**src/inc/cmh_pkg.sv**
```systemverilog
package cmh_pkg;

	// ==========================================================================
	// Bus geometry and register indices (byte address = 4 * index).
	localparam int ADDR_W = 10;
	localparam int DATA_W = 32;
	localparam logic [7:0] IDX_CTL0 = 8'h00;
	localparam logic [7:0] IDX_CTL1 = 8'h01;
	localparam logic [7:0] IDX_BTR0 = 8'h02;
	localparam logic [7:0] IDX_BTR1 = 8'h03;
	localparam logic [7:0] IDX_ACC_CTRL = 8'h04;
	localparam logic [7:0] IDX_IRQ_STAT = 8'h05;
	localparam logic [7:0] IDX_IRQ_MASK = 8'h06;
	localparam logic [7:0] IDX_TIMING_VIEW = 8'h07;
	localparam logic [7:0] IDX_ACC_CODE = 8'h08;
	localparam logic [7:0] IDX_ACC_MASK = 8'h10;
	localparam logic [3:0] BUF_PAGE_RX = 4'h2;
	localparam int ACC_REGS = 8;

	// ==========================================================================
	// Field positions.
	localparam int CTL0_INIT_REQ = 0;
	localparam int CTL0_SLEEP_REQ = 1;
	localparam int CTL0_WAKE_EN = 2;
	localparam logic [7:0] CTL0_WR_MASK = 8'h07;
	localparam int CTL1_INIT_ACK = 0;
	localparam int CTL1_SLEEP_ACK = 1;
	localparam int CTL1_WAKE_FILT = 2;
	localparam int BTR0_JW_LSB = 6;
	localparam int BTR0_JW_W = 2;
	localparam int BTR0_PRE_LSB = 0;
	localparam int BTR0_PRE_W = 6;
	localparam int IRQ_WAKE = 0;
	localparam int IRQ_RX = 1;
	localparam int IRQ_W = 2;
	localparam int VIEW_JW_LSB = 0;
	localparam int VIEW_DIV_LSB = 8;

	// ==========================================================================
	// Message buffer layout, one 16-byte window per buffer.
	localparam int BUF_BYTES = 16;
	localparam int FRAME_BYTES = 13;
	localparam logic [3:0] BUF_IDENT = 4'h0;
	localparam logic [3:0] BUF_PAYLOAD = 4'h4;
	localparam logic [3:0] BUF_LENGTH = 4'hC;
	localparam logic [3:0] BUF_PRIORITY = 4'hD;
	localparam logic [3:0] BUF_STAMP_HI = 4'hE;
	localparam logic [3:0] BUF_STAMP_LO = 4'hF;

	// ==========================================================================
	// Reset values.
	localparam logic [7:0] CTL0_RST = 8'h00;
	localparam logic [7:0] CTL1_RST = 8'h00;
	localparam logic [7:0] BTR0_RST = 8'h00;
	localparam logic [7:0] BTR1_RST = 8'h00;
	localparam logic [7:0] PRIORITY_RST = 8'h00;

	// ==========================================================================
	// Timing: wake filter time turned into clock cycles, rounded up.
	localparam int CLK_KHZ = 10000;
	localparam int WAKE_FILTER_NS = 2000;
	localparam int WAKE_FILTER_CYCLES_RAW = (WAKE_FILTER_NS * CLK_KHZ + 999999) / 1000000;
	localparam int WAKE_FILTER_CYCLES = (WAKE_FILTER_CYCLES_RAW < 1) ? 1 : WAKE_FILTER_CYCLES_RAW;

	// ==========================================================================
	// Carriers.
	typedef struct packed {
		logic read;
		logic write;
		logic [ADDR_W-1:0] address;
		logic [DATA_W-1:0] writedata;
		logic [3:0] byteenable;
	} cmh_avs_req_s;

	typedef struct packed {
		logic [DATA_W-1:0] readdata;
		logic waitrequest;
	} cmh_avs_rsp_s;

	typedef struct packed {
		logic valid;
		logic [FRAME_BYTES-1:0][7:0] bytes;
	} cmh_rx_frame_s;

	typedef struct packed {
		logic valid;
		logic [3:0] index;
	} cmh_tx_done_s;

	typedef struct packed {
		logic initActive;
		logic sleepActive;
		logic quantumTick;
		logic [2:0] jumpWidthTq;
		logic [6:0] quantumDivisor;
	} cmh_mode_s;

endpackage

```
**src/rtl/cmh_can_mode_ctrl.sv**
```systemverilog
// The Avalon-MM slave port is this design's own decision.
`timescale 1ns/1ps
module cmh_can_mode_ctrl import cmh_pkg::*; #(
	parameter int NUM_TX = 3,
	parameter int WAKE_CYCLES = WAKE_FILTER_CYCLES
) (
	input wire logic clk_sys,
	input wire logic srst,
	input wire cmh_avs_req_s avsReq,
	output cmh_avs_rsp_s avsRsp,
	input wire logic canRx,
	input wire cmh_rx_frame_s rxFrame,
	input wire cmh_tx_done_s txDone,
	output logic irq,
	output cmh_mode_s modeStatus
);

	// Window zero is the receive buffer; transmit buffer k sits in window k plus one.
	// All windows share one flat byte array, so reads and writes use one position
	// calculation.
	localparam int NUM_BUF = NUM_TX + 1;
	localparam int MEM_BYTES = NUM_BUF * BUF_BYTES;

	// ==========================================================================
	// Parameter checks.
	// The windows must fit below the top of the index space, and the wake counter
	// is sixteen bits wide, so longer filter times could never be reached.
	initial begin
		if (NUM_TX < 1 || NUM_TX > 13) begin
			$error("NUM_TX must lie between 1 and 13");
		end
		if (WAKE_CYCLES < 1 || WAKE_CYCLES > 65535) begin
			$error("WAKE_CYCLES must lie between 1 and 65535");
		end
	end

	// ==========================================================================
	// Whole state of the block in one record.
	// Reset and hold behaviour are written once, in the next-state process, rather
	// than spread over many separate flops.
	typedef struct packed {
		logic [7:0] ctl0;
		logic [7:0] ctl1;
		logic [7:0] btr0;
		logic [7:0] btr1;
		logic [7:0] accCtrl;
		logic [ACC_REGS-1:0][7:0] accCode;
		logic [ACC_REGS-1:0][7:0] accMask;
		logic [IRQ_W-1:0] irqStat;
		logic [IRQ_W-1:0] irqMask;
		logic [MEM_BYTES-1:0][7:0] bufMem;
		logic [15:0] wakeCnt;
		logic [BTR0_PRE_W-1:0] preCnt;
		logic tqTick;
		logic [15:0] stampTimer;
		logic [1:0] rxSync;
		logic ack;
		logic [DATA_W-1:0] readData;
	} cmh_state_s;

	cmh_state_s state_reg;
	cmh_state_s state_next;

	// ==========================================================================
	// Decoding helpers shared by the read and write paths.

	// True when the index falls in one of the message buffer windows.
	// The compare is one bit wider so that the upper bound cannot wrap to zero.
	function automatic logic isBuffer(input logic [7:0] idx);
		logic [4:0] page;
		page = {1'b0, idx[7:4]};
		isBuffer = (page >= {1'b0, BUF_PAGE_RX}) && (page < 5'({1'b0, BUF_PAGE_RX} + 5'(NUM_BUF)));
	endfunction

	// Flat byte position of a buffer location inside the memory array.
	// Callers check the index with isBuffer first; other indices give nonsense.
	function automatic int bufPos(input logic [7:0] idx);
		bufPos = (int'(idx[7:4]) - int'(BUF_PAGE_RX)) * BUF_BYTES + int'(idx[3:0]);
	endfunction

	// Read view of every mapped location; unmapped ones read zero.
	// Reads use only registered state, so a read never sees a write of the same cycle.
	// The receive priority location has no storage and reads zero, and the upper
	// bytes of every word except the timing view read zero.
	function automatic logic [DATA_W-1:0] readWord(input cmh_state_s st, input logic [7:0] idx);
		logic [DATA_W-1:0] w;
		w = '0;
		if (isBuffer(idx)) begin
			if (!(idx[7:4] == BUF_PAGE_RX && idx[3:0] == BUF_PRIORITY)) begin
				w[7:0] = st.bufMem[bufPos(idx)];
			end
		end else if (idx >= IDX_ACC_CODE && idx < IDX_ACC_CODE + 8'(ACC_REGS)) begin
			w[7:0] = st.accCode[idx[2:0]];
		end else if (idx >= IDX_ACC_MASK && idx < IDX_ACC_MASK + 8'(ACC_REGS)) begin
			w[7:0] = st.accMask[idx[2:0]];
		end else begin
			unique case (idx)
				IDX_CTL0: w[7:0] = st.ctl0;
				IDX_CTL1: w[7:0] = st.ctl1;
				IDX_BTR0: w[7:0] = st.btr0;
				IDX_BTR1: w[7:0] = st.btr1;
				IDX_ACC_CTRL: w[7:0] = st.accCtrl;
				IDX_IRQ_STAT: w[IRQ_W-1:0] = st.irqStat;
				IDX_IRQ_MASK: w[IRQ_W-1:0] = st.irqMask;
				IDX_TIMING_VIEW: begin
					w[VIEW_JW_LSB +: 3] = 3'(st.btr0[BTR0_JW_LSB +: BTR0_JW_W]) + 3'h1;
					w[VIEW_DIV_LSB +: 7] = 7'(st.btr0[BTR0_PRE_LSB +: BTR0_PRE_W]) + 7'h01;
				end
				default: w = '0;
			endcase
		end
		readWord = w;
	endfunction

	// ==========================================================================
	// Mode flags seen by the rest of the logic.
	// A request alone changes nothing; each mode needs its acknowledge as well, so
	// software must poll the acknowledge before relying on the mode.
	logic initActive;
	logic sleepActive;
	logic busDominant;
	logic wakeHit;
	logic busReq;
	logic busWrite;
	logic [7:0] busIdx;
	logic [7:0] wByte;

	// Bus decode; a write acts only in the cycle in which waitrequest is low,
	// so a held request is never applied twice.
	assign initActive = state_reg.ctl0[CTL0_INIT_REQ] & state_reg.ctl1[CTL1_INIT_ACK];
	assign sleepActive = state_reg.ctl0[CTL0_SLEEP_REQ] & state_reg.ctl1[CTL1_SLEEP_ACK];
	assign busDominant = ~state_reg.rxSync[1];
	assign busReq = avsReq.read | avsReq.write;
	assign busWrite = avsReq.write & state_reg.ack & avsReq.byteenable[0];
	assign busIdx = avsReq.address[ADDR_W-1:2];
	assign wByte = avsReq.writedata[7:0];

	// With the filter off any dominant sample wakes; with it on the level must hold for the filter time.
	// The compare uses the count before this sample, hence the filter length minus one.
	assign wakeHit = state_reg.ctl1[CTL1_WAKE_FILT] ?
		(busDominant && state_reg.wakeCnt >= 16'(WAKE_CYCLES - 1)) : busDominant;

	// ==========================================================================
	// Next-state logic.
	// Everything except the timestamp counter, which counts up, holds by default; only the strobes below fall back to zero each cycle.
	// Reset is applied last so that it overrides every other update.
	always_comb begin
		logic [IRQ_W-1:0] irqSet;
		logic [IRQ_W-1:0] irqClr;
		int p;
		irqSet = '0;
		irqClr = '0;
		p = 0;
		state_next = state_reg;
		state_next.ack = 1'b0;
		state_next.tqTick = 1'b0;
		state_next.stampTimer = state_reg.stampTimer + 16'h0001;

		// The bus pin passes two flops before anything looks at it.
		state_next.rxSync = {state_reg.rxSync[0], canRx};

		// Quantum clock divides by prescaler field plus one.
		// Greater-or-equal lets a smaller prescaler take effect at once instead of
		// waiting for the counter to wrap through its whole range.
		if (state_reg.preCnt >= state_reg.btr0[BTR0_PRE_LSB +: BTR0_PRE_W]) begin
			state_next.preCnt = '0;
			state_next.tqTick = 1'b1;
		end else begin
			state_next.preCnt = state_reg.preCnt + 6'h01;
		end

		// One wait state: the read word is captured now and shown while waitrequest is low.
		if (busReq && !state_reg.ack) begin
			state_next.ack = 1'b1;
			state_next.readData = readWord(state_reg, busIdx);
		end

		// Writes land on the edge where waitrequest is sampled low.
		// Read-only and protected locations drop writes silently; there is no error
		// response, so software has to read back to see whether a write took.
		if (busWrite) begin
			if (isBuffer(busIdx)) begin
				p = bufPos(busIdx);
				if (busIdx[3:0] != BUF_STAMP_HI && busIdx[3:0] != BUF_STAMP_LO &&
					!(busIdx[7:4] == BUF_PAGE_RX && busIdx[3:0] == BUF_PRIORITY)) begin
					state_next.bufMem[p] = wByte;
				end
			end else if (busIdx >= IDX_ACC_CODE && busIdx < IDX_ACC_CODE + 8'(ACC_REGS)) begin
				if (initActive) begin
					state_next.accCode[busIdx[2:0]] = wByte;
				end
			end else if (busIdx >= IDX_ACC_MASK && busIdx < IDX_ACC_MASK + 8'(ACC_REGS)) begin
				if (initActive) begin
					state_next.accMask[busIdx[2:0]] = wByte;
				end
			end else begin
				unique case (busIdx)
					IDX_CTL0: state_next.ctl0 = wByte & CTL0_WR_MASK;
					IDX_CTL1: begin
						if (initActive) begin
							state_next.ctl1[7:2] = wByte[7:2];
						end
					end
					IDX_BTR0: begin
						if (initActive) begin
							state_next.btr0 = wByte;
						end
					end
					IDX_BTR1: begin
						if (initActive) begin
							state_next.btr1 = wByte;
						end
					end
					IDX_ACC_CTRL: begin
						if (initActive) begin
							state_next.accCtrl = wByte;
						end
					end
					IDX_IRQ_STAT: irqClr = wByte[IRQ_W-1:0];
					IDX_IRQ_MASK: state_next.irqMask = wByte[IRQ_W-1:0];
					default: state_next.ctl0 = state_next.ctl0;
				endcase
			end
		end

		// Init acknowledge follows the request one cycle later.
		// The lag makes the handshake visible to software, and the acknowledge
		// falls in the same way when the request is withdrawn.
		state_next.ctl1[CTL1_INIT_ACK] = state_reg.ctl0[CTL0_INIT_REQ];

		// Sleep acknowledge answers the request and drops when it is withdrawn.
		// A wake further down overrides this for the cycle in which it happens.
		state_next.ctl1[CTL1_SLEEP_ACK] = state_reg.ctl0[CTL0_SLEEP_REQ];

		// Dominant run length seen while asleep feeds the wake filter.
		// The count saturates, so a bus stuck dominant cannot wrap it back below the
		// filter length and lose a pending wake.
		if (sleepActive && busDominant) begin
			if (state_reg.wakeCnt != 16'hFFFF) begin
				state_next.wakeCnt = state_reg.wakeCnt + 16'h0001;
			end
		end else begin
			state_next.wakeCnt = '0;
		end

		// Wake beats any request written in the same cycle, so the block is never left half asleep.
		// The wake also clears the request, otherwise the acknowledge would simply
		// be raised again on the next clock.
		if (sleepActive && state_reg.ctl0[CTL0_WAKE_EN] && wakeHit) begin
			state_next.ctl0[CTL0_SLEEP_REQ] = 1'b0;
			state_next.ctl1[CTL1_SLEEP_ACK] = 1'b0;
			state_next.wakeCnt = '0;
			irqSet[IRQ_WAKE] = 1'b1;
		end

		// A received frame fills the receive buffer in the shared layout and stamps it.
		// There is no check that software has read the previous frame; a new frame
		// overwrites it, and nothing tells software that it happened; the receive event bit is set for every frame.
		if (rxFrame.valid) begin
			for (int i = 0; i < FRAME_BYTES; i++) begin
				state_next.bufMem[i] = rxFrame.bytes[i];
			end
			state_next.bufMem[int'(BUF_STAMP_HI)] = state_reg.stampTimer[15:8];
			state_next.bufMem[int'(BUF_STAMP_LO)] = state_reg.stampTimer[7:0];
			irqSet[IRQ_RX] = 1'b1;
		end

		// A finished transmission stamps its buffer; out of range indices are dropped.
		// Transmit buffer k lives in window k plus one, behind the receive buffer.
		if (txDone.valid && int'(txDone.index) < NUM_TX) begin
			p = (int'(txDone.index) + 1) * BUF_BYTES;
			state_next.bufMem[p + int'(BUF_STAMP_HI)] = state_reg.stampTimer[15:8];
			state_next.bufMem[p + int'(BUF_STAMP_LO)] = state_reg.stampTimer[7:0];
		end

		// Sticky events: a new event in the clearing cycle survives.
		// Writing a one clears a bit; writing a zero leaves it alone.
		state_next.irqStat = (state_reg.irqStat & ~irqClr) | irqSet;

		// Reset leaves the buffer RAM alone except the transmit priority bytes.
		// The buffer RAM has no reset of its own, so its contents survive reset; the
		// priority bytes are the one exception and are forced to zero here.
		if (srst) begin
			state_next.ctl0 = CTL0_RST;
			state_next.ctl1 = CTL1_RST;
			state_next.btr0 = BTR0_RST;
			state_next.btr1 = BTR1_RST;
			state_next.accCtrl = '0;
			state_next.accCode = '0;
			state_next.accMask = '0;
			state_next.irqStat = '0;
			state_next.irqMask = '0;
			state_next.wakeCnt = '0;
			state_next.preCnt = '0;
			state_next.tqTick = 1'b0;
			state_next.stampTimer = '0;
			state_next.rxSync = 2'h3;
			state_next.ack = 1'b0;
			state_next.readData = '0;
			state_next.bufMem = state_reg.bufMem;
			for (int t = 1; t < NUM_BUF; t++) begin
				state_next.bufMem[t * BUF_BYTES + int'(BUF_PRIORITY)] = PRIORITY_RST;
			end
		end
	end

	// ==========================================================================
	// State register.
	// There is no asynchronous reset; srst is folded into the next-state logic,
	// which keeps every flop on the same plain clocked path.
	always_ff @(posedge clk_sys) begin
		state_reg <= state_next;
	end

	// ==========================================================================
	// Outputs.

	// Bus response; waitrequest is combinational so the single wait state costs nothing extra.
	assign avsRsp.readdata = state_reg.readData;
	assign avsRsp.waitrequest = busReq & ~state_reg.ack;

	// Level interrupt, high while any unmasked event is pending.
	assign irq = |(state_reg.irqStat & state_reg.irqMask);

	// Mode and timing view for the frame engine.
	assign modeStatus.initActive = initActive;
	assign modeStatus.sleepActive = sleepActive;
	assign modeStatus.quantumTick = state_reg.tqTick;
	assign modeStatus.jumpWidthTq = 3'(state_reg.btr0[BTR0_JW_LSB +: BTR0_JW_W]) + 3'h1;
	assign modeStatus.quantumDivisor = 7'(state_reg.btr0[BTR0_PRE_LSB +: BTR0_PRE_W]) + 7'h01;

endmodule

```
**config.mk**
```make
export PLATFORM = sky130hd
export DESIGN_NAME = cmh_can_mode_ctrl
export DESIGN_NICKNAME = d
export VERILOG_FILES = /design/src/inc/cmh_pkg.sv /design/src/rtl/cmh_can_mode_ctrl.sv
export SDC_FILE = /design/constraint.sdc
export NUM_CORES = 1
export LEC_CHECK = 0
export ABC_AREA = 1
export BUFFER_PORTS_ARGS = -buffer_cell sky130_fd_sc_hd__buf_2
export CORE_ASPECT_RATIO = 1.2
export CORE_MARGIN = 8
export CORE_UTILIZATION = 41
export CTS_CLUSTER_DIAMETER = 120
export CTS_CLUSTER_SIZE = 12
export DETAILED_ROUTE_END_ITERATION = 10
export RECOVER_POWER = 100
export SLEW_MARGIN = 20
export SYNTH_ARGS = -nofsm -noshare
export SYNTH_HDL_FRONTEND = slang
export SYNTH_SLANG_ARGS = --single-unit
```
**constraint.sdc**
```tcl
create_clock -name clk_sys -period 4.5 [get_ports clk_sys]
set_input_delay 1.125 -clock clk_sys [delete_from_list [all_inputs] [get_ports clk_sys]]
set_output_delay 1.125 -clock clk_sys [all_outputs]
set_load 0.01 [all_outputs]
```
==> impl_metrics.ini <==
[timing]
max_freq_mhz = 255
slew_violations = 533
setup_viol = 0
max_slew_margin_pct = -123
finalCriticalPeriod_ns = 3.92
worstMarginPinSlew_ns = 3.34
fin_tns_setup_ns = 0
rsz0062_at_grt = false
hold_viol_final = 0
hold_ws_ns = 0.410
skew_ns = 0.0220
min_period_over_period_pct = 87.2

[drt]
vias = 25300
dr.pass1.iters = 6
first_iter_violations = 2425
drc = 0
postRouteAntennaNets = 0
wire_per_inst_um = 21.6
routed_via_density = 5.35
drt_wl_total_um = 102000

[clock_tree]
cts_tree = done
clockBufferDepth = 3
cts_setup_buffers = 0
ctsHoldBuffers = 0
cts_max_level = 3
postCtsResizedCells = 0
cts_made_buffers = 71
clk_pin_slew_ns = 0.06
clock_latency_ns = 0.63
cts_sinks = 736
clock-root-buffer = clkbuf_16

[die]
rows = 114
fp.dieW_um = 275
die_h_um = 326
core_region_area_sq_um = 80000
ioPinCount = 208
start_util_pct = 41.1
die_area_sq_um = 89600

[global_route]
track_usage_pct = 22.1
overflow = 0
grt_pass1_wl_um = 151000
grt_pass1_vias = 23700
antenna_found_initial = 3
grt_max_degree = 154

[synth]
synth.cell_area_sq_um = 32900
syn_area_per_cell_sq_um = 9.32
ys_seq_area_share_pct = 59.6
ys.flop_type = edfxtp_1
syn_inst = 3532
async_reset_ff_share_pct = 0
synth_edf_count = 488
synth_warnings = 0
ys_ff_latch = 736
ys_types = 52

[cells_and_area]
nets = 3829
largest_reg_flops = 720
fin_cells = 4728
drive_above_1_share_pct = 8.70
area_growth_pct = 10.7

[placement]
gp_congestion = 0.937
placedCellCount = 4624
dp_hpwl_um = 67400
numPortBuffers = 161

[power_and_ir_drop]
p_leak_nw = 13.1
power_density_nw_per_um2 = 380
irDropWorstVdd_mv = 0.211

[setup_path]
critical_path_buf_inv_count = 3
crit_required_ns = 5.03
cpPeakStageDelay_ns = 2.34
slowest_stage = clkbuf_1
critPathArrivalTime_ns = 4.45
startpoint_type = input port
critPathTopFamily = buffers and inverters
path_cells = buf_2, clkbuf_1, inv_1, a211oi_1
cp_max_fo = 63
critical_path_class = input port to register
end_kind = register

[hold_path]
hold_path_class = register to register

[outcome]
violations = capacitance limit, slew limit
status = complete, but fails checks

[run]
maxCapViolCount = 11
-- area by class of cell --
class | count | area [sq um]
Antenna cell | 5 | 12.5
Fill cell | 7698 | 43600
Inverter | 314 | 1200
Clock inverter | 5 | 43.8
Multi-Input combinational cell | 2259 | 10900
Clock buffer | 94 | 1910
Timing Repair Buffer | 271 | 1460
Sequential cell | 736 | 19600
Tap cell | 1044 | 1310
-- layer usage --
metal	wire [um]	up-vias	global-route usage [%]
met5	0	-	0
met1	42600	12000	29.2
met3	6690	188	2.99
met4	3690	0	8.74
met2	49000	943	36.7
li1	-	12200	-
-- worst register-to-register path, stage by stage (launching register included) --
cell and delay [ns]:
dfxtp_1 0.33, nand3_1 0.27, nor2_1 0.29, nand2_4 0.14
nor2_1 0.47, inv_1 0.42, nor3_1 0.27, clkbuf_1 0.51
-- where the power goes --
group / internal (mW) / switching (mW)
clock: 2.94 / 2.51
combinational: 0.273 / 0.751
sequential: 7.33 / 0.0478
total: 10.5 / 3.31
-- per-stage QoR --
| step | area, sq um | setup WS, ns | power (mW) | util, % |
|---|---|---|---|---|
| 2_1_floorplan | 33000 | 0.537 | 8.09 | - |
| 3_3_place_gp | 34800 | 0.507 | 8.54 | 43.5 |
| 3_5_place_dp | 34800 | 0.451 | 8.55 | 43.5 |
| 4_1_cts | 36800 | 1.12 | 13.9 | 46.0 |
| 5_1_grt | 36400 | 0.441 | 14.2 | 45.5 |
| 6_report | 36400 | 0.576 | 13.9 | 45.5 |
-- logic make-up (layout without fill, tap and decap cells) --
kind of cell    count (synthesis)  count (layout)  share of synthesized area (%)
fa+ha+maj                      15              15                          0.570
flops                         736             736                           59.6
compound gates                814             814                           14.0
xor+xnor                       12              12                          0.319
buf+inv                       553             684                           7.30
mux                             5               5                          0.171
other cells                     1              22                         0.0114
simple gates                 1396            1396                           18.0
-- placed cells by master (no fill, tap or decap), types with 5 or more instances in the layout --
master,instances
nand4_1,58
o22ai_1,13
nand2_1,970
nand2_2,8
buf_12,6
a22oi_1,109
o21ai_0,358
nor3_1,37
a211oi_1,11
nor2_1,161
inv_1,298
inv_4,5
diode_2,5
nor4_1,8
nor2_4,6
edfxtp_1,488
nand3_1,110
inv_2,8
buf_2,121
nor3b_1,5
xnor2_1,5
inv_6,6
a21oi_1,241
xor2_1,7
o21a_1,36
conb_1,17
clkbuf_1,114
nand2_4,11
dfxtp_1,248
clkbuf_16,73
o2111ai_1,12
o211ai_1,21
mux2_2,5
buf_4,49
ha_1,15
-- cells in the mapped netlist, types with 9 or more instances --
cell type	n	area share, %
nand4_1	57	1.1
ha_1	15	0.57
buf_1	20	0.23
inv_2	11	0.13
nor3_1	38	0.58
a211oi_1	9	0.21
o21ai_1	21	0.32
buf_4	52	1.2
o21a_1	36	0.82
nand2_2	10	0.19
o22ai_1	13	0.25
clkbuf_1	90	1.0
nand3_1	110	1.7
buf_2	73	1.1
inv_1	297	3.4
a22oi_1	109	2.5
o2111ai_1	12	0.32
o21ai_0	341	5.2
nor2_1	155	1.8
nand2_4	11	0.38
edfxtp_1	488	45
o211ai_1	21	0.48
a21oi_1	241	3.7
nand2_1	968	11
dfxtp_1	248	15
-- final timing paths --
| check | cells after the start | start | slack, ns | endpoint |
|---|---|---|---|---|
| max | 4 | avsReq[6] | 0.58 | state_reg[308]$_SDFFE_PP0P_ |
| min | 1 | state_reg[33]$_SDFF_PP1_ | 0.41 | state_reg[34]$_SDFF_PP1_ |
| max reg2reg | 7 | state_reg[32]$_SDFF_PP0_ | 1.43 | state_reg[433]$_DFFE_PP_ |
| min reg2reg | 1 | state_reg[33]$_SDFF_PP1_ | 0.41 | state_reg[34]$_SDFF_PP1_ |
Note: power is estimated with default switching activity, not from simulation.
